==> config.mk <==
export PLATFORM = sky130hd
export DESIGN_NAME = otc_top
export DESIGN_NICKNAME = d
export VERILOG_FILES = /design/src/otc_unused_placeholder_never.sv /design/src/otc_pkg.sv /design/src/otc_cmp_if.sv /design/src/otc_trim.sv /design/src/otc_chan.sv /design/src/otc_top.sv
export SDC_FILE = /design/constraint.sdc
export NUM_CORES = 1
export LEC_CHECK = 0
export BUFFER_PORTS_ARGS = -buffer_cell sky130_fd_sc_hd__buf_2
export CAP_MARGIN = 0
export CORE_ASPECT_RATIO = 0.7
export CORE_MARGIN = 1
export CORE_UTILIZATION = 30
export DETAILED_ROUTE_END_ITERATION = 7
export GPL_TIMING_DRIVEN = 0
export SLEW_MARGIN = 10
export SYNTH_ARGS = -nofsm -noshare
export SYNTH_HDL_FRONTEND = slang
export SYNTH_SLANG_ARGS = --single-unit
==> constraint.sdc <==
create_clock -name aclk -period 7.4 [get_ports aclk]
set_input_delay 1.11 -clock aclk [delete_from_list [all_inputs] [get_ports aclk]]
set_output_delay 1.11 -clock aclk [all_outputs]
set_load 0.02 [all_outputs]
==> src/otc_unused_placeholder_never.sv <==
// Intentionally empty compile unit.
`timescale 1ns/1ns
`default_nettype none
`default_nettype wire

==> src/otc_pkg.sv <==
// Shared constants for the overtemperature threshold compare block.
`default_nettype none
package otc_pkg;
   // Bus geometry: the register index is the byte address divided by four.
   localparam int          ADDR_W        = 18;
   localparam int          IDX_W         = 16;
   // Register indices.
   localparam logic [15:0] IDX_TRIM2     = 16'hfe74;
   localparam logic [15:0] IDX_THR1      = 16'hfe75;
   localparam logic [15:0] IDX_THR2      = 16'hfe76;
   localparam logic [15:0] IDX_READ1     = 16'hfed7;
   localparam logic [15:0] IDX_READ2     = 16'hfed8;
   localparam logic [15:0] IDX_IRQ_STAT  = 16'hff00;
   localparam logic [15:0] IDX_IRQ_MASK  = 16'hff01;
   localparam logic [15:0] IDX_FLAGS     = 16'hff02;
   localparam logic [15:0] IDX_LIMIT1    = 16'hff03;
   localparam logic [15:0] IDX_LIMIT2    = 16'hff04;
   // Field layout.
   localparam int          N_CHAN        = 2;
   localparam int          THR_W         = 8;
   localparam int          CMP_W         = 9;
   localparam int          TRIM_POL_BIT  = 7;
   localparam int          TRIM_MAG_W    = 7;
   localparam int          TRIM_SHIFT    = 10;
   // Reset values.
   localparam logic [7:0]  TRIM_RST      = 8'h00;
   localparam logic [7:0]  THR_RST       = 8'h00;
   localparam logic [1:0]  MASK_RST      = 2'h0;
   // Threshold step in microvolts and the width of the limit readback.
   localparam int          THR_STEP_UV   = 3125;
   localparam int          LIMIT_W       = 20;
   // Debounce timing.
   localparam int          CLK_MHZ       = 250;
   localparam int          DEBOUNCE_MS   = 100;
   localparam int          DEBOUNCE_CYC  = DEBOUNCE_MS * CLK_MHZ * 1000;
   localparam int          CNT_W         = 25;
   // Bus responses.
   localparam logic [1:0]  RESP_OKAY     = 2'h0;
   localparam logic [1:0]  RESP_SLVERR   = 2'h2;
endpackage
`default_nettype wire

==> src/otc_cmp_if.sv <==
// Link between the register block and one threshold comparator channel.
`timescale 1ns/1ns
`default_nettype none
interface otc_cmp_if import otc_pkg::*; ();
   logic [THR_W-1:0] thr;
   logic [CMP_W-1:0] reading;
   logic             cond;
   logic             flag;
   modport ctrl (output thr, output reading, input cond, input flag);
   modport chan (input thr, input reading, output cond, output flag);
endinterface
`default_nettype wire

==> src/otc_trim.sv <==
// Gain trim applied to the second sensor reading.
`timescale 1ns/1ns
`default_nettype none
module otc_trim import otc_pkg::*; #(
   parameter int ADC_W = 12
) (
   input  wire logic             aclk,
   input  wire logic             aresetn,
   input  wire logic [7:0]       trim,
   input  wire logic [ADC_W-1:0] raw,
   output logic      [ADC_W-1:0] trimmed
);
   typedef struct packed {
      logic [ADC_W-1:0] out;
   } otc_trim_s;

   otc_trim_s                     st;
   otc_trim_s                     next_st;
   logic [ADC_W+TRIM_MAG_W-1:0]   prod;
   logic [ADC_W-1:0]              delta;
   logic [ADC_W:0]                sum;

   // Correction is a fraction of the reading; results saturate at both ends.
   always_comb begin
      next_st = st;
      prod  = {{TRIM_MAG_W{1'b0}}, raw} * {{ADC_W{1'b0}}, trim[TRIM_MAG_W-1:0]};
      delta = ADC_W'(prod >> TRIM_SHIFT);
      if (trim[TRIM_POL_BIT]) begin
         sum = {1'b0, raw} - {1'b0, delta};
         next_st.out = sum[ADC_W] ? '0 : sum[ADC_W-1:0];
      end else begin
         sum = {1'b0, raw} + {1'b0, delta};
         next_st.out = sum[ADC_W] ? '1 : sum[ADC_W-1:0];
      end
   end

   // State register.
   always_ff @(posedge aclk) begin
      if (!aresetn) st <= '0;
      else          st <= next_st;
   end

   assign trimmed = st.out;
endmodule // otc_trim
`default_nettype wire

==> src/otc_chan.sv <==
// One threshold comparator with debounce of its overtemperature flag.
`timescale 1ns/1ns
`default_nettype none
module otc_chan import otc_pkg::*; #(
   parameter int DEB_CYC = DEBOUNCE_CYC
) (
   input  wire logic aclk,
   input  wire logic aresetn,
   otc_cmp_if.chan   cmp
);
   typedef struct packed {
      logic [CNT_W-1:0] count;
      logic             flag;
   } otc_chan_s;

   localparam logic [CNT_W-1:0] LAST = CNT_W'(DEB_CYC - 1);

   otc_chan_s        st;
   otc_chan_s        next_st;
   logic [CMP_W-1:0] wide_thr;

   assign wide_thr = {1'b0, cmp.thr};
   assign cmp.cond = wide_thr > cmp.reading;

   // Count uninterrupted cycles of the condition; the flag follows at the end.
   always_comb begin
      next_st = st;
      if (!cmp.cond) begin
         next_st.count = '0;
         next_st.flag  = 1'b0;
      end else if (st.count != LAST) begin
         next_st.count = st.count + 1'b1;
      end else begin
         next_st.flag = 1'b1;
      end
   end

   // State register.
   always_ff @(posedge aclk) begin
      if (!aresetn) st <= '0;
      else          st <= next_st;
   end

   assign cmp.flag = st.flag;
endmodule // otc_chan
`default_nettype wire

==> src/otc_top.sv <==
// Register block, AXI4-Lite slave and interrupt logic of the overtemperature compare.
//
// Contract
// - Bit 7 of the second sensor trim selects negative gain when one, positive when zero.
// - Bits 6 to 0 of the second sensor trim set the size of the gain correction.
// - The first threshold is an 8-bit read-write register at index 0xfe75.
// - Each threshold is widened to 9 bits with a zero above the programmed bits.
// - The first threshold is compared with the top nine bits of the first sensor reading.
// - A threshold above the reading sets the matching overtemperature flag.
// - The first flag rises only after the condition has held for 100 ms.
// - One threshold step is 3.125 mV, so 256 codes span 0 to 796.875 mV.
// - The second threshold is its own register at index 0xfe76.
// - The second flag rises only after its condition has held for 100 ms.
// - The second threshold is compared with the top nine bits of the second reading.
//
// Our own choice: the AXI4-Lite slave port.
`timescale 1ns/1ns
`default_nettype none
module otc_top import otc_pkg::*; #(
   parameter int ADC_W   = 12,
   parameter int DEB_CYC = DEBOUNCE_CYC
) (
   input  wire logic              aclk,
   input  wire logic              aresetn,
   input  wire logic [ADDR_W-1:0] s_axi_awaddr,
   input  wire logic              s_axi_awvalid,
   output logic                   s_axi_awready,
   input  wire logic [31:0]       s_axi_wdata,
   input  wire logic [3:0]        s_axi_wstrb,
   input  wire logic              s_axi_wvalid,
   output logic                   s_axi_wready,
   output logic [1:0]             s_axi_bresp,
   output logic                   s_axi_bvalid,
   input  wire logic              s_axi_bready,
   input  wire logic [ADDR_W-1:0] s_axi_araddr,
   input  wire logic              s_axi_arvalid,
   output logic                   s_axi_arready,
   output logic [31:0]            s_axi_rdata,
   output logic [1:0]             s_axi_rresp,
   output logic                   s_axi_rvalid,
   input  wire logic              s_axi_rready,
   input  wire logic [ADC_W-1:0]  temp_sensor_one_adc,
   input  wire logic [ADC_W-1:0]  temp_sensor_two_adc,
   output logic                   overtemp_prot_one_flag,
   output logic                   overtemp_prot_two_flag,
   output logic                   irq
);
   typedef struct packed {
      logic                              aw_got;
      logic [IDX_W-1:0]                  aw_idx;
      logic                              w_got;
      logic [31:0]                       wdata;
      logic [3:0]                        wstrb;
      logic                              bvalid;
      logic [1:0]                        bresp;
      logic                              rvalid;
      logic [31:0]                       rdata;
      logic [1:0]                        rresp;
      logic [7:0]                        trim2;
      logic [N_CHAN-1:0][THR_W-1:0]      thr;
      logic [N_CHAN-1:0][ADC_W-1:0]      rd;
      logic [N_CHAN-1:0]                 flag_d;
      logic [N_CHAN-1:0]                 irq_stat;
      logic [N_CHAN-1:0]                 irq_mask;
   } otc_top_s;

   otc_top_s          st;
   otc_top_s          next_st;
   logic [ADC_W-1:0]  trimmed;
   logic [N_CHAN-1:0] flag;
   logic [N_CHAN-1:0] cond;
   logic [N_CHAN-1:0] flag_rise;
   logic [N_CHAN-1:0] stat_clr;
   logic              wr_en;
   logic [IDX_W-1:0]  wr_idx;
   logic [31:0]       wr_data;
   logic [3:0]        wr_strb;
   logic              rd_en;
   logic [IDX_W-1:0]  rd_idx;
   logic [31:0]       rd_word;
   logic              rd_hit;
   logic              wr_hit;

   otc_cmp_if cmp [N_CHAN] ();

   otc_trim #(
      .ADC_W   (ADC_W)
   ) u_trim (
      .aclk    (aclk),
      .aresetn (aresetn),
      .trim    (st.trim2),
      .raw     (temp_sensor_two_adc),
      .trimmed (trimmed)
   );

   // One comparator per channel, fed with its threshold and registered reading.
   for (genvar g = 0; g < N_CHAN; g++) begin : g_chan
      assign cmp[g].thr     = st.thr[g];
      assign cmp[g].reading = st.rd[g][ADC_W-1 -: CMP_W];
      assign flag[g]        = cmp[g].flag;
      assign cond[g]        = cmp[g].cond;
      otc_chan #(
         .DEB_CYC (DEB_CYC)
      ) u_chan (
         .aclk    (aclk),
         .aresetn (aresetn),
         .cmp     (cmp[g])
      );
   end

   // Handshake readies: one write and one read in flight at a time.
   // Shutting the write channels while bvalid stands stops a second write overtaking it.
   assign s_axi_awready = !st.aw_got && !st.bvalid;
   assign s_axi_wready  = !st.w_got && !st.bvalid;
   assign s_axi_arready = !st.rvalid;

   // Effective write: address and data may arrive in either order.
   always_comb begin
      wr_idx  = st.aw_got ? st.aw_idx : s_axi_awaddr[ADDR_W-1:2];
      wr_data = st.w_got ? st.wdata : s_axi_wdata;
      wr_strb = st.w_got ? st.wstrb : s_axi_wstrb;
      wr_en   = (st.aw_got || (s_axi_awvalid && s_axi_awready))
             && (st.w_got || (s_axi_wvalid && s_axi_wready))
             && !st.bvalid;
      rd_en   = s_axi_arvalid && s_axi_arready;
      rd_idx  = s_axi_araddr[ADDR_W-1:2];
   end

   // Write decode: known indices answer OKAY, read-only ones ignore the data.
   always_comb begin
      case (wr_idx)
         IDX_TRIM2, IDX_THR1, IDX_THR2, IDX_IRQ_MASK,
         IDX_READ1, IDX_READ2, IDX_IRQ_STAT, IDX_FLAGS,
         IDX_LIMIT1, IDX_LIMIT2: wr_hit = 1'b1;
         default:                wr_hit = 1'b0;
      endcase
   end

   // Read mux; narrow registers sit in the low bits, upper bits read zero.
   always_comb begin
      rd_hit  = 1'b1;
      rd_word = '0;
      case (rd_idx)
         IDX_TRIM2:    rd_word = {24'h0, st.trim2};
         IDX_THR1:     rd_word = {24'h0, st.thr[0]};
         IDX_THR2:     rd_word = {24'h0, st.thr[1]};
         IDX_READ1:    rd_word = 32'(st.rd[0]);
         IDX_READ2:    rd_word = 32'(st.rd[1]);
         IDX_IRQ_STAT: rd_word = 32'(st.irq_stat);
         IDX_IRQ_MASK: rd_word = 32'(st.irq_mask);
         IDX_FLAGS:    rd_word = 32'(flag);
         IDX_LIMIT1:   rd_word = 32'(st.thr[0]) * 32'(THR_STEP_UV);
         IDX_LIMIT2:   rd_word = 32'(st.thr[1]) * 32'(THR_STEP_UV);
         default:      rd_hit  = 1'b0;
      endcase
   end

   // Interrupt events: a flag rising, and a status read that clears.
   assign flag_rise = flag & ~st.flag_d;
   assign stat_clr  = (rd_en && rd_idx == IDX_IRQ_STAT) ? '1 : '0;

   // Next-state logic for the bus channels and the register file.
   always_comb begin
      next_st        = st;
      next_st.rd[0]  = temp_sensor_one_adc;
      next_st.rd[1]  = trimmed;
      next_st.flag_d = flag;
      // Set wins over the clearing read.
      next_st.irq_stat = (st.irq_stat & ~stat_clr) | flag_rise;
      if (s_axi_awvalid && s_axi_awready) begin
         next_st.aw_got = 1'b1;
         next_st.aw_idx = s_axi_awaddr[ADDR_W-1:2];
      end
      if (s_axi_wvalid && s_axi_wready) begin
         next_st.w_got = 1'b1;
         next_st.wdata = s_axi_wdata;
         next_st.wstrb = s_axi_wstrb;
      end
      if (wr_en) begin
         next_st.aw_got = 1'b0;
         next_st.w_got  = 1'b0;
         next_st.bvalid = 1'b1;
         next_st.bresp  = wr_hit ? RESP_OKAY : RESP_SLVERR;
         if (wr_strb[0]) begin
            case (wr_idx)
               IDX_TRIM2:    next_st.trim2 = wr_data[7:0];
               IDX_THR1:     next_st.thr[0] = wr_data[7:0];
               IDX_THR2:     next_st.thr[1] = wr_data[7:0];
               IDX_IRQ_MASK: next_st.irq_mask = wr_data[N_CHAN-1:0];
               default:      next_st.trim2 = st.trim2;
            endcase
         end
      end else if (st.bvalid && s_axi_bready) begin
         next_st.bvalid = 1'b0;
      end
      if (rd_en) begin
         next_st.rvalid = 1'b1;
         next_st.rdata  = rd_word;
         next_st.rresp  = rd_hit ? RESP_OKAY : RESP_SLVERR;
      end else if (st.rvalid && s_axi_rready) begin
         next_st.rvalid = 1'b0;
      end
   end

   // State register with synchronous reset.
   always_ff @(posedge aclk) begin
      if (!aresetn) begin
         st          <= '0;
         st.trim2    <= TRIM_RST;
         st.thr      <= {N_CHAN{THR_RST}};
         st.irq_mask <= MASK_RST;
      end else begin
         st <= next_st;
      end
   end

   // Outputs.
   assign s_axi_bvalid           = st.bvalid;
   assign s_axi_bresp            = st.bresp;
   assign s_axi_rvalid           = st.rvalid;
   assign s_axi_rdata            = st.rdata;
   assign s_axi_rresp            = st.rresp;
   assign overtemp_prot_one_flag = flag[0];
   assign overtemp_prot_two_flag = flag[1];
   assign irq                    = |(st.irq_stat & st.irq_mask);

   // Helper: run length of the second condition, for the debounce check.
   logic [31:0] run2;
   always_ff @(posedge aclk) begin
      if (!aresetn)     run2 <= '0;
      else if (!cond[1]) run2 <= '0;
      else if (run2 != '1) run2 <= run2 + 1'b1;
   end
endmodule // otc_top
`default_nettype wire

# --- Word-level counts from Yosys, hierarchy flattened ---
# Cells that the tools add are included.
totals:
  input_bits: 103
  elab_cells: 105
  register_bits: 183
classes:
  order_cmp: 2
  n_eq_ne: 22
  n_mux: 16
  bitwise_logic: 7
  add_sub_neg: 4
  multipliers: 3
  n_reduce_logical: 28
ops:
  columns: ["operator", "n"]
  rows:
  - ["16-bit equality test (second input constant)", 20]
  - ["20-bit case mux with 10 select lines", 1]
  - ["25-bit by 1-bit adder with 25-bit output (second input constant)", 2]
  - ["25-bit inequality test (second input constant)", 2]
  - ["8-bit by 12-bit multiplier with 20-bit output (second input constant)", 2]
  - ["12-bit 2-to-1 mux", 3]
  - ["10-bit OR reduction", 2]
  - ["12-bit by 7-bit multiplier with 19-bit output", 1]
  - ["8-bit by 9-bit greater-than comparator with 1-bit output", 2]
  - ["16-bit 2-to-1 mux", 1]
  - ["12-bit by 9-bit adder with 13-bit output", 1]
  - ["12-bit by 9-bit subtractor with 13-bit output", 1]
  - ["3-bit AND reduction", 4]
  - ["1-bit logical AND", 10]
  - ["8-bit 2-to-1 mux", 1]
  - ["1-bit 2-to-1 mux", 7]
  - ["2-bit AND", 3]
  - ["2-bit 2-to-1 mux", 3]
  - ["1-bit zero test", 4]
  - ["2-bit NOT", 2]
  - ["2-bit AND reduction", 2]
  - ["2-bit nonzero test", 2]
  - ["2-bit OR reduction", 2]
  - ["1-bit logical OR", 2]
  - ["other kinds (2)", 2]

# --- Depth between registers and ports, before layout ---
logic_depth:
  depth_word: 7
  mapped_depth: 27
  ltp_nobuf: 25

# --- Hierarchy ---
# Synthesis repeated with hierarchy kept, for this count alone.
hier_totals:
  cells_unflattened: 1770
  hier_area_um2: 15090.7
by_module_without_submodules:
  columns: ["module", "instances", "cells_per_inst", "area_each_um2"]
  rows:
  - ["otc_top", 1, 906, 7927.6]
  - ["otc_trim", 1, 490, 4127.7]
  - ["otc_chan", 2, 187, 1517.7]

# --- Worst setup path after synthesis ---
# OpenSTA, ideal clock, no wires.
synth_timing:
  path_type: "in2reg"
  start: "in temp_sensor_two_adc[2]"
  end: "reg u_trim.st, in the netlist u_trim.trimmed[0]"
  slack_ns: 0.606
  t_arrival_ns: 6.699
  cell_stages: 23
  setup_time_ns: 0.095
  path_cell_list: "and2_1 > fa_1 > fa_1 > fa_1 > inv_1 > fa_1 > inv_1 > ha_1 > a2111oi_0 > a211o_1 > a21oi_1 > nor2_1 > inv_1 > a31o_2 > xor2_1 > ha_1 > o21ai_1 > a21oi_1 > nor2_1 > a211oi_1 > nor2_1 > or3_1 > a221oi_1"
synth_via:
  elab_chain_len: 4
  word_cells_on_any_way: 6
synth_rtl:
  columns: ["item", "line", "source"]
  rows:
  - ["start, declared", "otc_top.sv:43", "input wire logic [ADC_W-1:0] temp_sensor_two_adc,"]
  - ["12-bit by 7-bit multiplier with 19-bit output", "otc_trim.sv:26", "prod = {{TRIM_MAG_W{1'b0}}, raw} * {{ADC_W{1'b0}}, trim[TRIM_MAG_W-1:0]};"]
  - ["12-bit by 9-bit adder with 13-bit output / 12-bit by 9-bit subtractor with 13-bit output (equally long branches)", "otc_trim.sv:32, otc_trim.sv:29", null]
  - ["12-bit 2-to-1 mux (on tied branches)", "otc_trim.sv:33, otc_trim.sv:30", null]
  - ["12-bit 2-to-1 mux *", "otc_trim.sv:28", "if (trim[TRIM_POL_BIT]) begin"]
  - ["end signal, assigned", "otc_trim.sv:40", "else st <= next_st;"]
  - ["end, declared", "otc_trim.sv:17", "otc_trim_s st;"]
# Every way passes the cells marked *; elsewhere a longest branch is shown, timed or not.
# A chain may end at the register's enable or synchronous reset.

# --- Final worst setup path ---
layout_timing:
  start: "in temp_sensor_two_adc[5]"
  end: "reg u_trim.st, in the netlist u_trim.trimmed[2]"
# Same word-level chain as after synthesis.

==> results.json <==
{
  "io_pins": 147,
  "final_cell_area_um2": 16400,
  "startpoint_type": "input port",
  "vdd_drop_max_mv": 0.155,
  "gp_congestion": 0.902,
  "final_nets": 2216,
  "cts_buffer_depth": 2,
  "max_stage_delay_ps": 630,
  "seqCellArea_um2": 3380,
  "io_buffers": 101,
  "placed_cell_area_um2": 15800,
  "crit_fanout": 9,
  "grt_pass1_wl_um": 62400,
  "rrSetupSlack_ps": 510,
  "hpwl_um": 31900,
  "syn_inst": 1730,
  "wl_um": 39000,
  "synth_common_cells": "nand2_1, ha_1, inv_1",
  "synth-edff-count": 0,
  "vias_per_cell": 4.95,
  "synth_top_area_share_pct": 23.3,
  "num_rows": 66,
  "dieArea_um2": 49200,
  "fin_crit_sh_pct": 94.4,
  "slew_headroom_pct": 37.5,
  "met2_usage_pct": 24.7,
  "yosys_register_bits": 169,
  "crit_type": "input port to register",
  "multiInputGateArea_um2": 10000,
  "hold_viol_final": 0,
  "ant_nets": 0,
  "crit_path_end": "u_trim.trimmed[2]",
  "synth_async_sr_flop_share_pct": 0,
  "synth_area_leaders": "dfxtp_1, ha_1, fa_1, nand2_1, inv_1",
  "p_leak_nw": 7.64,
  "power_density_nw_per_um2": 124,
  "rr_worst_depth": 24,
  "crit_start": "temp_sensor_two_adc[5]",
  "clock.fmax_ghz": 0.143,
  "route.detailed.drc": 0,
  "dieHeight_um": 186,
  "fill_cells": 4903,
  "tritoncts": "built",
  "grt-busiest-layer": "met2",
  "core_area_um2": 47100,
  "cts-htree-levels": 4,
  "worstPathArrival_ps": 7310,
  "numCtsBuffers": 17,
  "avgRoutedWirePerCell_um": 15.7,
  "overflow": 0,
  "final-instance-count-excl-fill": 2488,
  "finalSetupTns_ps": 0,
  "cts_hold_buf": 0,
  "cp-end-kind": "register",
  "start_util_pct": 30.8,
  "ys_warn_count": 0,
  "die_w_um": 265,
  "r2r_end": "u_trim.trimmed[0]",
  "yosysSeqAreaShare_pct": 23.3,
  "skew_ps": 10.2,
  "slowest_stage": "a2111oi_0",
  "drive_gt1_share_pct": 11.3,
  "crit_required_ps": 7720,
  "syn_to_final_growth_pct": 13.1,
  "synth.most_common_cell": "nand2_1",
  "grt.met3_usage_pct": 2.45,
  "clock-sinks": 169,
  "dp.cells": 2456,
  "grt.total_usage_pct": 16.0,
  "grt_pass1_vias": 11800,
  "ctsRootBufferMaster": "clkbuf_16",
  "maxCapViolCount": 0,
  "worst_skew_pair.late_latency_ps": 450,
  "yosys.area.top_type": "dfxtp_1",
  "netlist_area_um2": 14500,
  "antenna_found_initial": 0,
  "worst_pin_slew_ps": 925,
  "p_total_mw": 2.03,
  "via_count": 12300,
  "final_util_pct": 34.8,
  "synth-main-ff-cell": "dfxtp_1",
  "setup_viol": 0,
  "hold_path.class": "register to register",
  "synth_area_per_cell_um2": 8.38,
  "timing.rr.start": "st[47]",
  "period_minus_slack_ps": 6980,
  "slew_viol_final": 0,
  "firstDrtPassIters": 7,
  "met1_usage_pct": 23.4,
  "grt_max_degree": 17,
  "cp_cell_sequence": "buf_2, and2_1, fa_1, inv_1, fa_1, inv_1, fa_1, inv_1, fa_1, inv_1, ha_1, nand4_1, a211o_1, a21oi_1, a21o_1, a21oi_1, xnor2_1, ha_1, a2111oi_0, a211oi_2, nor2_1, nor3_2, o311a_1",
  "drt_iter0_drc": 957,
  "path_clk_slew_ps": 70,
  "outcome": "complete, no violations",
  "ys_types": 77
}
## metrics by stage
| stage | hold WS (ps) | setup slack (ps) |
|---|---|---|
| final | 425 | 415 |
| after global routing | 449 | -3.11 |
| after CTS | 426 | 61.5 |
| after detailed placement | 417 | -399 |
| after global placement | 403 | -332 |
| after floorplan | 399 | 606 |
## worst min-delay path by stage
stage                 startpoint                end  cells after the start
4_1_cts                    st[5]              st[3]                      1
5_1_grt        u_trim.trimmed[5]  cmp[1].reading[2]                      1
6_report                   st[5]              st[3]                      1
2_1_floorplan              st[4]              st[2]                      1
3_5_place_dp               st[5]              st[3]                      1
3_3_place_gp               st[5]              st[3]                      1
## area by class of cell
cell class / count / area share, %
repair buffers: 102 / 3.13
multi-input cells: 1312 / 61.2
plain buffers: 85 / 2.95
clock inverters: 10 / 0.504
clock buffers: 22 / 2.89
inverters: 175 / 4.01
diodes: 1 / 0.0153
well taps: 612 / 4.67
flip-flops and latches: 169 / 20.6
## logic make-up (layout without fill, tap and decap cells)
group	after synthesis	in the layout	share of synthesized area, %
AO/OA/AOI/OAI	280	280	12.6
XOR/XNOR	92	92	5.56
adder cells (fa/ha/maj)	251	251	25.5
buffers and inverters	262	394	7.89
flip-flops	169	169	23.3
multiplexers	54	54	3.86
other	1	15	0.0259
AND/OR/NAND/NOR	621	621	21.3
## what timing repair did
item / in CTS / in global routing
setup endpoints to repair: 0 / 12
resized for setup: 0 / 8
buffers inserted: 0 / 1
## worst max-delay path, delay by kind of cell
family                     cells  cell delay, ps
adders and majority gates      6            2790
AOI/OAI and AO/OA              7            2070
and+or+nand+nor                4             740
buffers and inverters          5             380
xor gates and xnor gates       1             210
## routing by layer
metal | vias up | routed length (um)
met5 | - | 0
met4 | 0 | 311
met3 | 25 | 2110
met2 | 264 | 16900
met1 | 5970 | 19600
li1 | 6066 | -
## state kept, by name, summed over array words and instances (netlist names)
name	cells
g_chan.u_chan.st	50
cmp.reading	18
s_axi_rdata	20
s_axi_bresp	1
st	47
s_axi_rvalid	1
cmp.thr	16
s_axi_rresp	1
g_chan.u_chan.cmp.flag	2
s_axi_bvalid	1
u_trim.trimmed	12
## power by group
| group | switching (mW) | leakage [nW] | total, mW | internal (mW) |
|---|---|---|---|---|
| clock | 0.399 | 0.271 | 0.862 | 0.463 |
| sequential | 0.0173 | 1.37 | 0.950 | 0.933 |
| combinational | 0.139 | 5.99 | 0.217 | 0.0781 |
## layout by cell type, fill, tap and decap left out, types with 5 or more instances in the layout
cell type	instances
nand2_1	199
and4_1	8
buf_2	103
or4_1	6
clkbuf_16	17
fa_1	74
o21ai_0	38
a21o_1	20
nor2b_1	20
nor3b_1	5
clkbuf_1	40
mux2i_1	42
o31a_1	5
o21a_1	14
inv_1	174
a31oi_1	16
and3_1	7
xnor2_1	40
nor4b_1	5
o21ai_1	16
a222oi_1	7
buf_4	39
and2_1	93
a31o_2	5
nand2b_1	10
ha_1	177
or3_1	9
nand3_1	28
nor3_1	19
nor4_1	5
a21oi_1	80
a22oi_1	15
nand4_1	24
conb_1	14
a211oi_1	12
mux2_2	11
dfxtp_1	169
nor2_1	159
xor2_1	52
Power figures use the tool's default switching activity.
